## config.mk

```make
export PLATFORM = sky130hd
export DESIGN_NAME = cit_core
export DESIGN_NICKNAME = d
export VERILOG_FILES = /design/src/include/cit_pkg.sv /design/src/rtl/cit_ms_tick.sv /design/src/rtl/cit_core.sv
export SDC_FILE = /design/constraint.sdc
export NUM_CORES = 1
export LEC_CHECK = 0
export BUFFER_PORTS_ARGS = -buffer_cell sky130_fd_sc_hd__buf_2
export CORE_UTILIZATION = 60
export DETAILED_ROUTE_END_ITERATION = 6
export MAX_ROUTING_LAYER = met4
export PLACE_DENSITY = 0.88
export REMOVE_ABC_BUFFERS = 1
export SYNTH_ARGS = -nofsm -noshare
export SYNTH_HDL_FRONTEND = slang
export SYNTH_SLANG_ARGS = --single-unit
```

## constraint.sdc

```tcl
create_clock -name ref_clk -period 12.5 [get_ports ref_clk]
set_clock_uncertainty 0.2 [all_clocks]
set_input_delay 0.625 -clock ref_clk [delete_from_list [all_inputs] [get_ports ref_clk]]
set_output_delay 0.625 -clock ref_clk [all_outputs]
set_load 0.01 [all_outputs]
```

## src/include/cit_pkg.sv

```systemverilog
// Constants for the current interrupter timing block.
// Assumes a 100 MHz ref_clk; times are converted to cycles here.
package cit_pkg;
  // ==========================================================
  // Timing
  localparam int unsigned CLK_HZ = 100_000_000;
  localparam int unsigned MS_PER_S = 1000;
  localparam int unsigned CYC_PER_MS = CLK_HZ / MS_PER_S;
  localparam int unsigned CYCLE_MS = 1000;
  // ==========================================================
  // Setting ranges
  localparam logic [5:0] SEC_MIN = 6'h01;
  localparam logic [5:0] SEC_MAX = 6'h3C;
  localparam logic [9:0] ON_MS_MIN = 10'h0C8;
  localparam logic [9:0] ON_MS_MAX = 10'h320;
  localparam logic [9:0] CYCLE_MS_W = 10'h3E8;
  // ==========================================================
  // Calendar stamp layout: year, month, day, hour, minute
  localparam int STAMP_W = 27;
  localparam int YEAR_LSB = 20;
  localparam int MONTH_LSB = 16;
  localparam int DAY_LSB = 11;
  localparam int HOUR_LSB = 6;
  localparam int MIN_LSB = 0;
  // ==========================================================
  // Modes
  typedef enum logic {CIT_MODE_INT = 1'b0, CIT_MODE_EXT = 1'b1} cit_mode_e;
endpackage : cit_pkg

```

## src/rtl/cit_ms_tick.sv

```systemverilog
// Millisecond tick generator for the interrupter timing block.
// Assumes ref_clk at the rate given in the package.
`timescale 1ns/10ps
`default_nettype none
module cit_ms_tick #(
  parameter int unsigned DIV = cit_pkg::CYC_PER_MS
) (
  // Clock and control
  input wire logic ref_clk,
  input wire logic sys_rst,
  input wire logic clk_en,
  // Tick
  output logic ms_tick
);
  import cit_pkg::*;
  typedef struct packed {
    logic [16:0] cnt;
    logic tick;
  } cit_tk_s;
  cit_tk_s st, next_st;
  always_comb begin
    next_st = st;
    next_st.tick = 1'b0;
    if (st.cnt == 17'(DIV - 1)) begin
      next_st.cnt = '0;
      next_st.tick = 1'b1;
    end else begin
      next_st.cnt = st.cnt + 17'h00001;
    end
  end
  always_ff @(posedge ref_clk) begin
    if (sys_rst) begin
      st <= '0;
    end else if (clk_en) begin
      st <= next_st;
    end
  end
  assign ms_tick = st.tick;
endmodule : cit_ms_tick
`default_nettype wire

```

## src/rtl/cit_core.sv

```systemverilog
// Current interrupter timing: internal on/off cycling inside a calendar
// window, or mirroring of an external interrupter contact.
// Assumes inputs synchronous to ref_clk and a calendar stamp supplied
// by the time source, advancing monotonically.
//
// Operation
// - Mode input picks internal or external switching source.
// - Internal mode cycles on/off intervals only between start and stop stamps.
// - External mode enters running state at once, no start wait.
// - External mode output tracks the external contact input.
// - Run indicator lit while running with interrupter closed, dark while open or stopped.
// - Seconds range: independent on and off intervals of 1 to 60 s.
// - Start and stop stamps only gate cycling in internal mode; error flag checks them in both.
// - Stamps hold hour, minute, day, month and year fields.
// - Error flag raised when stop stamp not later than start stamp.
`timescale 1ns/10ps
`default_nettype none
module cit_core #(
  parameter int unsigned MS_DIV = cit_pkg::CYC_PER_MS
) (
  // Clock, reset, enable
  input wire logic ref_clk,
  input wire logic sys_rst,
  input wire logic clk_en,
  // Settings
  input wire cit_pkg::cit_mode_e mode,
  input wire logic ms_range,
  input wire logic [5:0] on_sec,
  input wire logic [5:0] off_sec,
  input wire logic [9:0] on_ms,
  input wire logic [cit_pkg::STAMP_W-1:0] start_stamp,
  input wire logic [cit_pkg::STAMP_W-1:0] stop_stamp,
  input wire logic [cit_pkg::STAMP_W-1:0] now_stamp,
  // External contact, high when closed
  input wire logic ext_closed,
  // Outputs
  output logic intr_closed,
  output logic run_led,
  output logic running,
  output logic window_err
);
  import cit_pkg::*;

  // ==========================================================
  // Helpers
  function automatic logic [5:0] clip_sec(input logic [5:0] v);
    if (v < SEC_MIN) begin
      return SEC_MIN;
    end else if (v > SEC_MAX) begin
      return SEC_MAX;
    end
    return v;
  endfunction : clip_sec

  function automatic logic [STAMP_W-1:0] stamp_key(input logic [STAMP_W-1:0] s);
    // Fields already run year down to minute, so a plain compare is chronological
    return {s[YEAR_LSB +: 7], s[MONTH_LSB +: 4], s[DAY_LSB +: 5], s[HOUR_LSB +: 5], s[MIN_LSB +: 6]};
  endfunction : stamp_key

  // ==========================================================
  // State
  typedef enum logic [1:0] {CIT_PH_ON = 2'b01, CIT_PH_OFF = 2'b10} cit_ph_e;
  typedef struct packed {
    cit_ph_e ph;
    logic [9:0] ms_cnt;
    logic [5:0] sec_cnt;
    logic closed;
    logic run;
    logic err;
    logic led;
  } cit_core_s;
  cit_core_s st, next_st;

  logic tick;
  logic [STAMP_W-1:0] k_start, k_stop, k_now;
  logic in_win, seg_end;
  logic [9:0] on_ms_c, seg_ms;
  logic [5:0] seg_sec;

  cit_ms_tick #(.DIV(MS_DIV)) u_tick (
    .ref_clk(ref_clk),
    .sys_rst(sys_rst),
    .clk_en(clk_en),
    .ms_tick(tick)
  );

  // ==========================================================
  // Window and segment lengths
  always_comb begin
    k_start = stamp_key(start_stamp);
    k_stop = stamp_key(stop_stamp);
    k_now = stamp_key(now_stamp);
    in_win = (k_now >= k_start) && (k_now < k_stop);
    on_ms_c = (on_ms < ON_MS_MIN) ? ON_MS_MIN : ((on_ms > ON_MS_MAX) ? ON_MS_MAX : on_ms);
    seg_sec = (st.ph == CIT_PH_ON) ? clip_sec(on_sec) : clip_sec(off_sec);
    seg_ms = (st.ph == CIT_PH_ON) ? on_ms_c : (CYCLE_MS_W - on_ms_c);
    // Not equal but at-or-past: a setting lowered mid-segment ends it
    // at the next tick, or at the end of the current second in seconds range, instead of letting the counter wrap
    if (ms_range) begin
      seg_end = (st.ms_cnt >= seg_ms - 10'h001);
    end else begin
      seg_end = (st.ms_cnt == 10'(MS_PER_S - 1)) && (st.sec_cnt >= seg_sec - 6'h01);
    end
  end

  // ==========================================================
  // Next state
  always_comb begin
    next_st = st;
    next_st.err = (k_stop <= k_start);
    if (mode == CIT_MODE_EXT) begin
      // Start and stop ignored; contact mirrored straight through
      next_st.run = 1'b1;
      next_st.closed = ext_closed;
      next_st.ph = CIT_PH_ON;
      next_st.ms_cnt = '0;
      next_st.sec_cnt = '0;
    end else if (!in_win || st.err) begin
      next_st.run = 1'b0;
      next_st.closed = 1'b1;
      next_st.ph = CIT_PH_ON;
      next_st.ms_cnt = '0;
      next_st.sec_cnt = '0;
    end else begin
      next_st.run = 1'b1;
      next_st.closed = (st.ph == CIT_PH_ON);
      if (tick) begin
        if (seg_end) begin
          next_st.ms_cnt = '0;
          next_st.sec_cnt = '0;
          unique case (st.ph)
            CIT_PH_ON: next_st.ph = CIT_PH_OFF;
            CIT_PH_OFF: next_st.ph = CIT_PH_ON;
            default: next_st.ph = CIT_PH_ON;
          endcase
        end else if (!ms_range && st.ms_cnt == 10'(MS_PER_S - 1)) begin
          next_st.ms_cnt = '0;
          next_st.sec_cnt = st.sec_cnt + 6'h01;
        end else begin
          next_st.ms_cnt = st.ms_cnt + 10'h001;
        end
      end
    end
    // Indicator has its own flop so the pin comes glitch free
    next_st.led = next_st.closed && next_st.run;
  end

  always_ff @(posedge ref_clk) begin
    if (sys_rst) begin
      st <= '{
        ph: CIT_PH_ON,
        ms_cnt: '0,
        sec_cnt: '0,
        closed: 1'b1,
        run: 1'b0,
        err: 1'b0,
        led: 1'b0
      };
    end else if (clk_en) begin
      st <= next_st;
    end
  end

  assign intr_closed = st.closed;
  assign run_led = st.led;
  assign running = st.run;
  assign window_err = st.err;

  // ==========================================================
  // Checks
  a_ext_tracks: assert property (@(posedge ref_clk) disable iff (sys_rst)
    clk_en && mode == CIT_MODE_EXT |=> intr_closed == $past(ext_closed))
    else $error("closed state does not follow external contact");

  a_ext_runs: assert property (@(posedge ref_clk) disable iff (sys_rst)
    clk_en && mode == CIT_MODE_EXT |=> running)
    else $error("external mode not running");

  a_ext_no_wait: assert property (@(posedge ref_clk) disable iff (sys_rst)
    clk_en && mode == CIT_MODE_EXT && !in_win |=> running)
    else $error("external mode waits for window");

  a_led_ext: assert property (@(posedge ref_clk) disable iff (sys_rst)
    clk_en && mode == CIT_MODE_EXT |=> run_led == $past(ext_closed))
    else $error("run indicator does not follow external contact");

  a_err_flag: assert property (@(posedge ref_clk) disable iff (sys_rst)
    clk_en |=> window_err == $past(stamp_key(stop_stamp) <= stamp_key(start_stamp)))
    else $error("window error flag wrong");

  a_err_held: assert property (@(posedge ref_clk) disable iff (sys_rst)
    clk_en && mode == CIT_MODE_INT && window_err |=> intr_closed && !running)
    else $error("cycling with bad window setting");

  a_out_win_on: assert property (@(posedge ref_clk) disable iff (sys_rst)
    clk_en && mode == CIT_MODE_INT && !in_win |=> intr_closed && !running)
    else $error("output not held on outside window");

  a_led_match: assert property (@(posedge ref_clk) disable iff (sys_rst)
    running |-> run_led == intr_closed)
    else $error("run indicator disagrees with interrupter");

  a_led_dark: assert property (@(posedge ref_clk) disable iff (sys_rst)
    !running |-> !run_led)
    else $error("run indicator lit while stopped");

  // Counters stay inside their ranges even when settings move mid-segment
  a_ms_bound: assert property (@(posedge ref_clk) disable iff (sys_rst)
    ms_range && mode == CIT_MODE_INT |-> st.ms_cnt < CYCLE_MS_W)
    else $error("millisecond count exceeds cycle");

  a_sec_bound: assert property (@(posedge ref_clk) disable iff (sys_rst)
    !ms_range && mode == CIT_MODE_INT |-> st.sec_cnt < SEC_MAX)
    else $error("second count exceeds limit");

  a_ph_legal: assert property (@(posedge ref_clk) disable iff (sys_rst)
    $onehot(st.ph))
    else $error("phase state not one-hot");

  a_in_win_run: assert property (@(posedge ref_clk) disable iff (sys_rst)
    clk_en && mode == CIT_MODE_INT && in_win && !window_err |=> running)
    else $error("not running inside window");
endmodule : cit_core
`default_nettype wire

```

==> results of run 1 <==
[routing by layer]
metal | GRT usage [%] | share of wire [%] | up-vias
li1 | - | - | 2508
met1 | 31.9 | 43 | 2229
met5 | - | 0 | -
met2 | 52.5 | 49 | 150
met4 | 10.8 | 2.7 | 0
met3 | 3.07 | 4.5 | 33
[worst register-to-register path: stages, from the launching register on]
cell      delay (ns)
dfxtp_1         0.36
nand2b_1        0.45
nand3_1         0.17
xnor2_1         0.16
a22oi_1         0.32
o211ai_1        0.17
nor2_1          0.18
nand2_1         0.09
xnor2_1         0.19
ha_1            0.27
a21o_1          0.18
a21o_1          0.17
a21o_1          0.17
a32o_1          0.23
nor2b_1         0.22
nor2_1          0.08
a211o_1         0.50
o221ai_1        0.27
[final cells by class]
class	count	area [µm²]
Sequential cell	40	801
Timing Repair Buffer	113	568
Multi-Input combinational cell	509	3770
Fill cell	611	2180
Inverter	71	267
Tap cell	102	128
Clock buffer	7	86.3
Clock inverter	1	7.51
[logic make-up after synthesis]
logic type,count (synthesis)
buf+inv,80
mux,5
fa+ha+maj,104
flops,40
xor+xnor,35
simple gates,210
compound gates,155
[power breakdown]
group | switching, mW | internal, mW | leakage [nW] | total (mW)
Combinational | 0.0695 | 0.0562 | 2.47 | 0.126
Sequential | 0.00143 | 0.129 | 0.324 | 0.131
Clock | 0.0456 | 0.0449 | 0.0445 | 0.0905
[sequential cells by signal (all words and copies together), names as in the netlist]
| name | flops |
|---|---|
| run_led | 1 |
| running | 1 |
| u_tick.st | 17 |
| st | 18 |
| window_err | 1 |
| u_tick.ms_tick | 1 |
| intr_closed | 1 |
[cells in the final DEF (no fill, tap or decap), types with 7 or more instances in the layout]
cell type / count
or3_1: 11
nor2b_1: 7
nand3_1: 20
xnor2_1: 12
o211ai_1: 9
dfxtp_1: 40
inv_1: 71
nand2_1: 48
a21oi_1: 43
nor2_1: 51
xor2_1: 23
nor3_1: 7
o21ai_0: 29
a31oi_1: 7
nand4_1: 20
and3_1: 14
a21o_1: 20
buf_2: 112
ha_1: 102
[metrics by stage]
stage | utilization, % | setup slack (ns)
after floorplan | - | 7.64
after global placement | 70.8 | 7.18
after detailed placement | 70.8 | 6.82
after CTS | 72.0 | 7.13
after global routing | 72.0 | 6.76
final | 72.0 | 7.09
[path summary, 6_finish.rpt]
path / from / to / slack [ns] / cells past startpoint
min: running$_SDFFE_PP0P_ / running$_SDFFE_PP0P_ / 0.29 / 2
min reg2reg: running$_SDFFE_PP0P_ / running$_SDFFE_PP0P_ / 0.29 / 2
max: on_ms[7] / st[8]$_SDFFE_PP0P_ / 7.09 / 23
max reg2reg: st[21]$_SDFFE_PP0P_ / st[8]$_SDFFE_PP0P_ / 8.07 / 17
==> metrics.md, run 1 <==
| Metric | Value |
|---|---|
| Status | complete, no violations |
| Slew Limit Fails | 0 |
| Final net count | 951 |
| RePlAce Congestion | 0.889 |
| Worst path max stage delay | 0.50 ns |
| Most frequent cells after synthesis | 102 x ha_1, 71 x inv_1, 51 x nor2_1 |
| Hold Vio Cnt, Final | 0 |
| # setup viols final | 0 |
| DIE AREA | 8490 µm² |
| Rel. slew slack | 58.0% |
| Chip height | 92.1 µm |
| Postcts setup bufs | 0 |
| Slew @ Worst Pin | 0.622 ns |
| Syn Area/Cell | 7.75 µm² |
| Design Area, Final | 5620 µm² |
| Detailed placement HPWL | 10000 µm |
| Area post-placement | 5530 µm² |
| Initial core utilization | 62.5% |
| Core Region | 7810 µm² |
| Share of synthesized registers carrying an async set or reset | 0% |
| Share of layout cells above drive strength 1 | 18.5% |
| Fraction of the mapped netlist area in adder cells | 26.6% |
| Final wirelength | 11800 µm |
| Synth area leader | ha_1 |
| Antenna violations before repair | 0 |
| Hold/Removal Path Class | reg2reg |
| Post-synthesis xor/xnor area fraction | 6.29% |
| Worst-case clock buffer depth | 2 |
| Top_reg_cell synth | dfxtp_1 |
| Power Dens Cells | 61.7 nW/µm² |
| EDFF count, synth | 0 |
| Fin Setup TNS | 0 ns |
| Total Power Consumption | 0.347 mW |
| Fmax | 185 MHz |
| # diodes | 0 |
| Critical path class | in2reg |
| Sequential area share after synthesis | 16.4% |
| IO Port Bufs | 112 |
| P&R area growth vs syn | 15.3% |
| Critical-path cell list | buf_2 > o311ai_1 > a31oi_1 > nor2_2 > nand2_1 > ha_1 > nand2b_1 > nand3_1 > xnor2_1 > a22oi_1 > o211ai_1 > nor2_1 > nand2_1 > xnor2_1 > ha_1 > a21o_1 > a21o_1 > a21o_1 > a32o_1 > nor2b_1 > nor2_1 > a211o_1 > o221ai_1 |
| Count leader, synth | ha_1 |
| Layout Cells excl Fill | 843 |
| Clock Pin Slew Worst Setup and Hold Paths | 0.08 ns |
| Clk root buf | clkbuf_8 |
| Ports | 113 |
| Vias/cell | 5.84 |
| CP max FO | 14 |
| Synth Area in Simple Gates | 22.0% |
| Placed cell count | 835 |
| Die Wd | 92.1 µm |
| Drt initial violations | 168 |
| Vias in the first global route | 4866 |
| H-tree depth | 2 |
| FP Rows | 32 |
| Main combinational cell family by area after synthesis | adder cells |
| Clock sink count | 40 |
| Startpoint type of the worst setup path | input pin |
| Yosys top cell area share | 26.2% |
| CTS Buf Count | 5 |
| Post-synthesis sequential element count | 40 |
| CTS hold repair buffers | 0 |
| Post-synthesis mux area share | 1.05% |
| Critical path capture point type | flop |
| CTS tree | done |
| Largest net degree at the start of global routing | 28 |
| Compound-Gate Fraction of Synth Area | 21.3% |
| Slowest-stage cell, CP | a211o_1 |
| Vias | 4920 |
| Hold Slack | 0.290 ns |
| Syn Inst Count | 629 |
| Critical path's top delay family | compound AO/OA/AOI/OAI gates |
| Resized cells post-CTS | 0 |
| Ys Warns | 0 |
| Period utilisation layout | 43.3% |
| Clock Latency Late Sink | 0.29 ns |
| First-pass GRT wire length | 19800 µm |
| GR Util All Layers | 28.7% |
| Remaining Overflow, GRT | 0 |
| Remaining antenna violation count | 0 |
| DRT Pass-1 Iters | 4 |
| Cell variety after synth | 62 |
| Synthesized area | 4880 µm² |
| Number of max-cap violations | 0 |
| Top cell by count, worst path | a21o_1 |
| Worst Path Arrival | 5.42 ns |
| Data required time at the worst endpoint | 12.51 ns |
| Final min period | 5.41 ns |
| Largest vdd supply drop | 56.6 µV |
| Setup repair after global routing missed its margin | no |
| Pleak | 2.84 nW |
| Largest cells by area after synthesis | ha_1 26%, dfxtp_1 16%, inv_1 5.5%, a21oi_1 4.4%, xor2_1 4.1% |
| Drt drc | 0 |
| Bufs and invs on worst path | 1 |
| WL/cell | 14.0 µm |
Power figures use the tool's default switching activity.
==> run 2: changes to the inputs <==
Settings changed: CORE_UTILIZATION 60 to 56, PLACE_DENSITY 0.88 to 0.83.
Clock period 12.5 ns to 5.46 ns, I/O delays scaled along.
==> run 2 against run 1 <==
Against the previous run:
- largest power group unchanged
- sequential share of layout area about the same
- sequential power up 130%
- non-clock buffer count unchanged
- critical path type unchanged
- cell count is 0.24% higher
- final area down 0.22%
- largest cell class unchanged
- via count is 2.5% higher
- highest routed layer unchanged
- die area rose by 7.0%
- count of clock-buffer cells in the layout decreased by 1
==> metrics.md, run 2 (synthesized netlist as in run 1, its figures left out) <==
| Metric | Value |
|---|---|
| DRT Pass-1 Iters | 4 |
| CTS hold repair buffers | 0 |
| # diodes | 0 |
| Clock Pin Slew Worst Setup and Hold Paths | 0.07 ns |
| FP Rows | 33 |
| Total Power Consumption | 0.774 mW |
| Hold/Removal Path Class | in2reg |
| Vias | 5045 |
| Commonest non-fill, non-tap cell in the layout | buf_2 |
| Clock Latency Late Sink | 0.29 ns |
| Period utilisation layout | 91.3% |
| Critical-path cell list | buf_2 > o311ai_1 > a31oi_1 > nor2_2 > nand2_1 > ha_1 > nand2b_1 > nand3_1 > xnor2_1 > a22oi_1 > o211ai_1 > nor2_1 > nand2_1 > xnor2_1 > ha_1 > a21o_1 > a21o_1 > a21o_1 > a32o_1 > nor2b_1 > nor2_1 > a211o_1 > o221ai_1 |
| CTS tree | done |
| Pleak | 2.83 nW |
| Detailed placement HPWL | 10100 µm |
| Worst path max stage delay | 0.50 ns |
| CTS Buf Count | 5 |
| Largest net degree at the start of global routing | 28 |
| GR Util All Layers | 26.8% |
| Hold Vio Cnt, Final | 0 |
| Antenna violations before repair | 0 |
| Worst Path Arrival | 4.99 ns |
| Die Wd | 95.3 µm |
| Critical path capture point type | flop |
| Final wirelength | 11900 µm |
| Remaining antenna violation count | 0 |
| H-tree depth | 2 |
| Share of layout cells above drive strength 1 | 18.4% |
| Initial core utilization | 58.5% |
| Rel. slew slack | 47.4% |
| Power Dens Cells | 138 nW/µm² |
| Critical path's top delay family | compound AO/OA/AOI/OAI gates |
| IO Port Bufs | 112 |
| Bufs and invs on worst path | 1 |
| Number of max-cap violations | 0 |
| Remaining Overflow, GRT | 0 |
| Max reg flops | 18 |
| Final min period | 4.98 ns |
| Setup repair after global routing missed its margin | no |
| Clk root buf | clkbuf_8 |
| Postcts setup bufs | 0 |
| Drt drc | 0 |
| Reg with most FFs | st |
| DIE AREA | 9080 µm² |
| Clock sink count | 40 |
| Slew Limit Fails | 0 |
| Biggest regs | st x18, u_tick.st x17 |
| Fin Setup TNS | 0 ns |
| Worst-case clock buffer depth | 2 |
| Status | complete, no violations |
| Data required time at the worst endpoint | 5.46 ns |
| # setup viols final | 0 |
| First-pass GRT wire length | 19300 µm |
| RePlAce Congestion | 0.875 |
| Top cell by count, worst path | a21o_1 |
| WL/cell | 14.0 µm |
| Slowest-stage cell, CP | a211o_1 |
| Commonest cells after routing, fill and taps aside | 112 x buf_2, 102 x ha_1, 71 x inv_1 |
| Ports | 113 |
| Chip height | 95.3 µm |
| Largest vdd supply drop | 146 µV |
| Drt initial violations | 258 |
| Final net count | 951 |
| Vias in the first global route | 4809 |
| P&R area growth vs syn | 15.1% |
| Resized cells post-CTS | 0 |
| Fmax | 201 MHz |
| Vias/cell | 5.97 |
| CP max FO | 14 |
| Startpoint type of the worst setup path | input pin |
| Core Region | 8340 µm² |
| Slew @ Worst Pin | 0.787 ns |
| Critical path class | in2reg |
-- run 2: cell types whose count changed in the layout (fill, tap and decap cells not counted) --
cell        change
clkinv_2        +1
clkbuf_8        -1
clkinvlp_4      -1
-- run 2: worst register-to-register path, cell delays in order, from the launching register on --
cell	delay, ns
dfxtp_1	0.35
nor2b_1	0.65
buf_4	0.30
nor2_1	0.08
o22ai_1	0.17
o211ai_1	0.14
nor2_1	0.19
nand2_1	0.10
xnor2_1	0.14
ha_1	0.29
a21o_1	0.18
a21o_1	0.17
a21o_1	0.17
a32o_1	0.22
nor2b_1	0.24
nor2_1	0.08
a211o_1	0.50
o221ai_1	0.28
-- run 2: path summary, 6_finish.rpt --
kind                       startpoint                        to  slack (ns)  cells after the start
max reg2reg       st[20]$_SDFFE_PP1P_        st[8]$_SDFFE_PP0P_        0.94                     17
min                        ext_closed      run_led$_SDFFE_PP0P_        0.08                      3
min reg2reg  intr_closed$_SDFFE_PP1P_  intr_closed$_SDFFE_PP1P_        0.27                      2
max                          on_ms[7]        st[8]$_SDFFE_PP0P_        0.48                     23
-- run 2: per-layer routing --
metal  track usage (%)  vias to the layer above  routed length, µm
met5                 -                        -                  0
met4              7.95                        0                233
li1                  -                     2503                  -
met2              50.0                      154               5960
met1              29.2                     2362               5160
met3              3.91                       26                523
-- run 2: power breakdown --
part,leakage (nW),total (mW),switching (mW),internal [mW]
sequential,0.324,0.299,0.00323,0.296
clock,0.0410,0.186,0.0991,0.0870
combinational,2.47,0.289,0.160,0.129
total,2.83,0.774,0.262,0.512
-- run 2: layout make-up --
class	count	area [µm²]
clock buffer	6	72.6
clock inverter	1	5.00
fill	709	2730
inverter	71	267
multi-input combinational	509	3770
sequential	40	801
tap	105	131
timing repair buffer	113	568
-- run 2: per-stage QoR --
stage	setup WS, ns	cells	hold slack, ns	instance area (µm²)	utilization, %
after global routing	0.115	845	0.0981	5610	67.3
after global placement	0.468	838	0.257	5530	66.4
after detailed placement	0.240	838	0.259	5530	66.4
final	0.475	845	0.0768	5610	67.3
after floorplan	0.956	620	0.142	4830	-
after CTS	0.537	845	0.0718	5610	67.3
==> run 3: changes to the inputs <==
Settings changed: CORE_UTILIZATION 56 to 60, PLACE_DENSITY 0.83 to 0.88.
Clock period 5.46 ns to 6.15 ns, I/O delays scaled along.
==> run 3 against run 2 <==
Against the previous run:
- hold slack improved by 0.034 ns
- worst setup slack improved by 0.55 ns
- non-clock buffer count did not move
- global-route usage rose by 1.9 points
- die area fell by 6.5%
- critical path depth did not move
- sequential power fell by 11%
- flip-flop and latch count did not move
- via count fell by 1.2%
- sequential share of layout area fell by 0.067 points
- total power fell by 4.8%
- combinational power fell by 11%
- highest routed layer unchanged
==> metrics.md, run 3 (synthesized netlist as in run 1, its figures left out) <==
| Metric | Value |
|---|---|
| Clock Pin Slew Worst Setup and Hold Paths | 0.09 ns |
| Layout Cells excl Fill | 843 |
| Number of max-cap violations | 0 |
| Hold Vio Cnt, Final | 0 |
| Commonest cells after routing, fill and taps aside | 112 x buf_2, 102 x ha_1, 71 x inv_1 |
| Hold Path Sink | run_led$_SDFFE_PP0P_ |
| Launch point of the worst reg-to-reg path | st[21]$_SDFFE_PP0P_ |
| Rel. slew slack | 61.1% |
| Resized cells post-CTS | 0 |
| CP max FO | 14 |
| Die Wd | 92.1 µm |
| Worst reg2reg path depth | 17 |
| Power Dens Cells | 131 nW/µm² |
| Hold depth | 3 |
| Fin Setup TNS | 0 ns |
| Dpl ws | 0.789 ns |
| CTS Buf Count | 5 |
| Core Region | 7810 µm² |
| Clock sink count | 40 |
| Vias | 4982 |
| Drt initial violations | 226 |
| Reg with most FFs | st |
| Top cell by count, worst path | a21o_1 |
| Area post-placement | 5530 µm² |
| Worst-case clock buffer depth | 2 |
| Vias in the first global route | 4838 |
| DIE AREA | 8490 µm² |
| WL/cell | 14.1 µm |
| DR WL met2 | 5840 µm |
| HP Start | ext_closed |
| Final wirelength | 11900 µm |
| Share of layout cells above drive strength 1 | 18.5% |
| Commonest non-fill, non-tap cell in the layout | buf_2 |
| Hold/Removal Path Class | in2reg |
| Worst Path Arrival | 5.14 ns |
| Initial core utilization | 62.5% |
| Biggest regs | st x18, u_tick.st x17 |
| Pleak | 2.85 nW |
| H-tree depth | 2 |
| CTS hold repair buffers | 0 |
| Slew @ Worst Pin | 0.576 ns |
| Largest net degree at the start of global routing | 28 |
| Remaining antenna violation count | 0 |
| Max layer used | met4 |
| Clk root buf | clkbuf_8 |
| Antenna violations before repair | 0 |
| Slowest-stage cell, CP | a211o_1 |
| IO Port Bufs | 112 |
| Worst path max stage delay | 0.48 ns |
| Critical-path cell list | buf_2 > o311ai_1 > a31oi_1 > nor2_2 > nand2_1 > ha_1 > nand2b_1 > nand3_1 > xnor2_1 > a22oi_1 > o211ai_1 > nor2_1 > nand2_1 > xnor2_1 > ha_1 > a21o_1 > a21o_1 > a21o_1 > a32o_1 > nor2b_1 > nor2_1 > a211o_1 > o221ai_1 |
| Final net count | 951 |
| Remaining Overflow, GRT | 0 |
| Critical path class | in2reg |
| First-pass GRT wire length | 20000 µm |
| GR Util All Layers | 28.8% |
| Status | complete, no violations |
| P&R area growth vs syn | 15.6% |
| Worst R2R Setup Slack | 1.61 ns |
| Postcts setup bufs | 0 |
| Setup repair after global routing missed its margin | no |
| Util after Layout | 72.2% |
| Design Area, Final | 5640 µm² |
| # diodes | 0 |
| Max reg flops | 18 |
| Met3 wire len | 621 µm |
| Data required time at the worst endpoint | 6.17 ns |
| Largest vdd supply drop | 137 µV |
| DRT Pass-1 Iters | 5 |
| Total Power Consumption | 0.737 mW |
| Fmax | 195 MHz |
| FP Rows | 32 |
| Ports | 113 |
| Terminus of the critical flop-to-flop path | st[6]$_SDFFE_PP0P_ |
| Final WS setup | 1.02 ns |
| Critical path capture point type | flop |
| Period utilisation layout | 83.3% |
| # setup viols final | 0 |
| Detailed placement HPWL | 9980 µm |
| Startpoint type of the worst setup path | input pin |
| Hold Slack | 0.111 ns |
| Clock Latency Late Sink | 0.30 ns |
| CTS tree | done |
| Chip height | 92.1 µm |
| Slew Limit Fails | 0 |
| Drt drc | 0 |
| Vias/cell | 5.91 |
| Final min period | 5.13 ns |
| Placed cell count | 835 |
| Met1 WL | 5180 µm |
| RePlAce Congestion | 0.885 |
==> run 3: area by class of cell <==
type | count | area [µm²]
flip-flops and latches | 40 | 801
inverters | 71 | 267
fillers | 596 | 2170
well taps | 102 | 128
repair buffers | 113 | 568
clock inverters | 2 | 35.0
multi-input cells | 509 | 3770
clock buffers | 6 | 72.6
==> run 3: report_power, final <==
group	total [mW]	internal (mW)	switching (mW)
registers	0.265	0.262	0.00299
clock network	0.214	0.120	0.0934
logic	0.257	0.115	0.143
total	0.737	0.498	0.239
==> run 3: worst max path at each step <==
stage,from,endpoint,slack (ns),cells past startpoint
after floorplan,on_ms[6],st[4]$_SDFFE_PP0P_,1.61,22
after global placement,on_ms[7],st[8]$_SDFFE_PP0P_,1.14,23
after detailed placement,on_ms[7],st[6]$_SDFFE_PP0P_,0.79,23
after CTS,on_ms[7],st[6]$_SDFFE_PP0P_,1.07,23
after global routing,on_ms[0],st[8]$_SDFFE_PP0P_,0.62,23
final,on_ms[7],st[6]$_SDFFE_PP0P_,1.02,23
==> run 3: critical path: cells and delay by family <==
kind                       cells  cell delay, ns
xor gates and xnor gates       2            0.32
AOI/OAI and AO/OA             10            2.54
and+or+nand+nor                8            1.32
buffers and inverters          1            0.13
adders and majority gates      2            0.51
==> run 3: metal layers <==
layer | global-route usage, % | vias to the layer above
li1 | - | 2510
met1 | 33.2 | 2285
met2 | 51.0 | 164
met3 | 4.48 | 23
met4 | 9.11 | 0
met5 | - | -
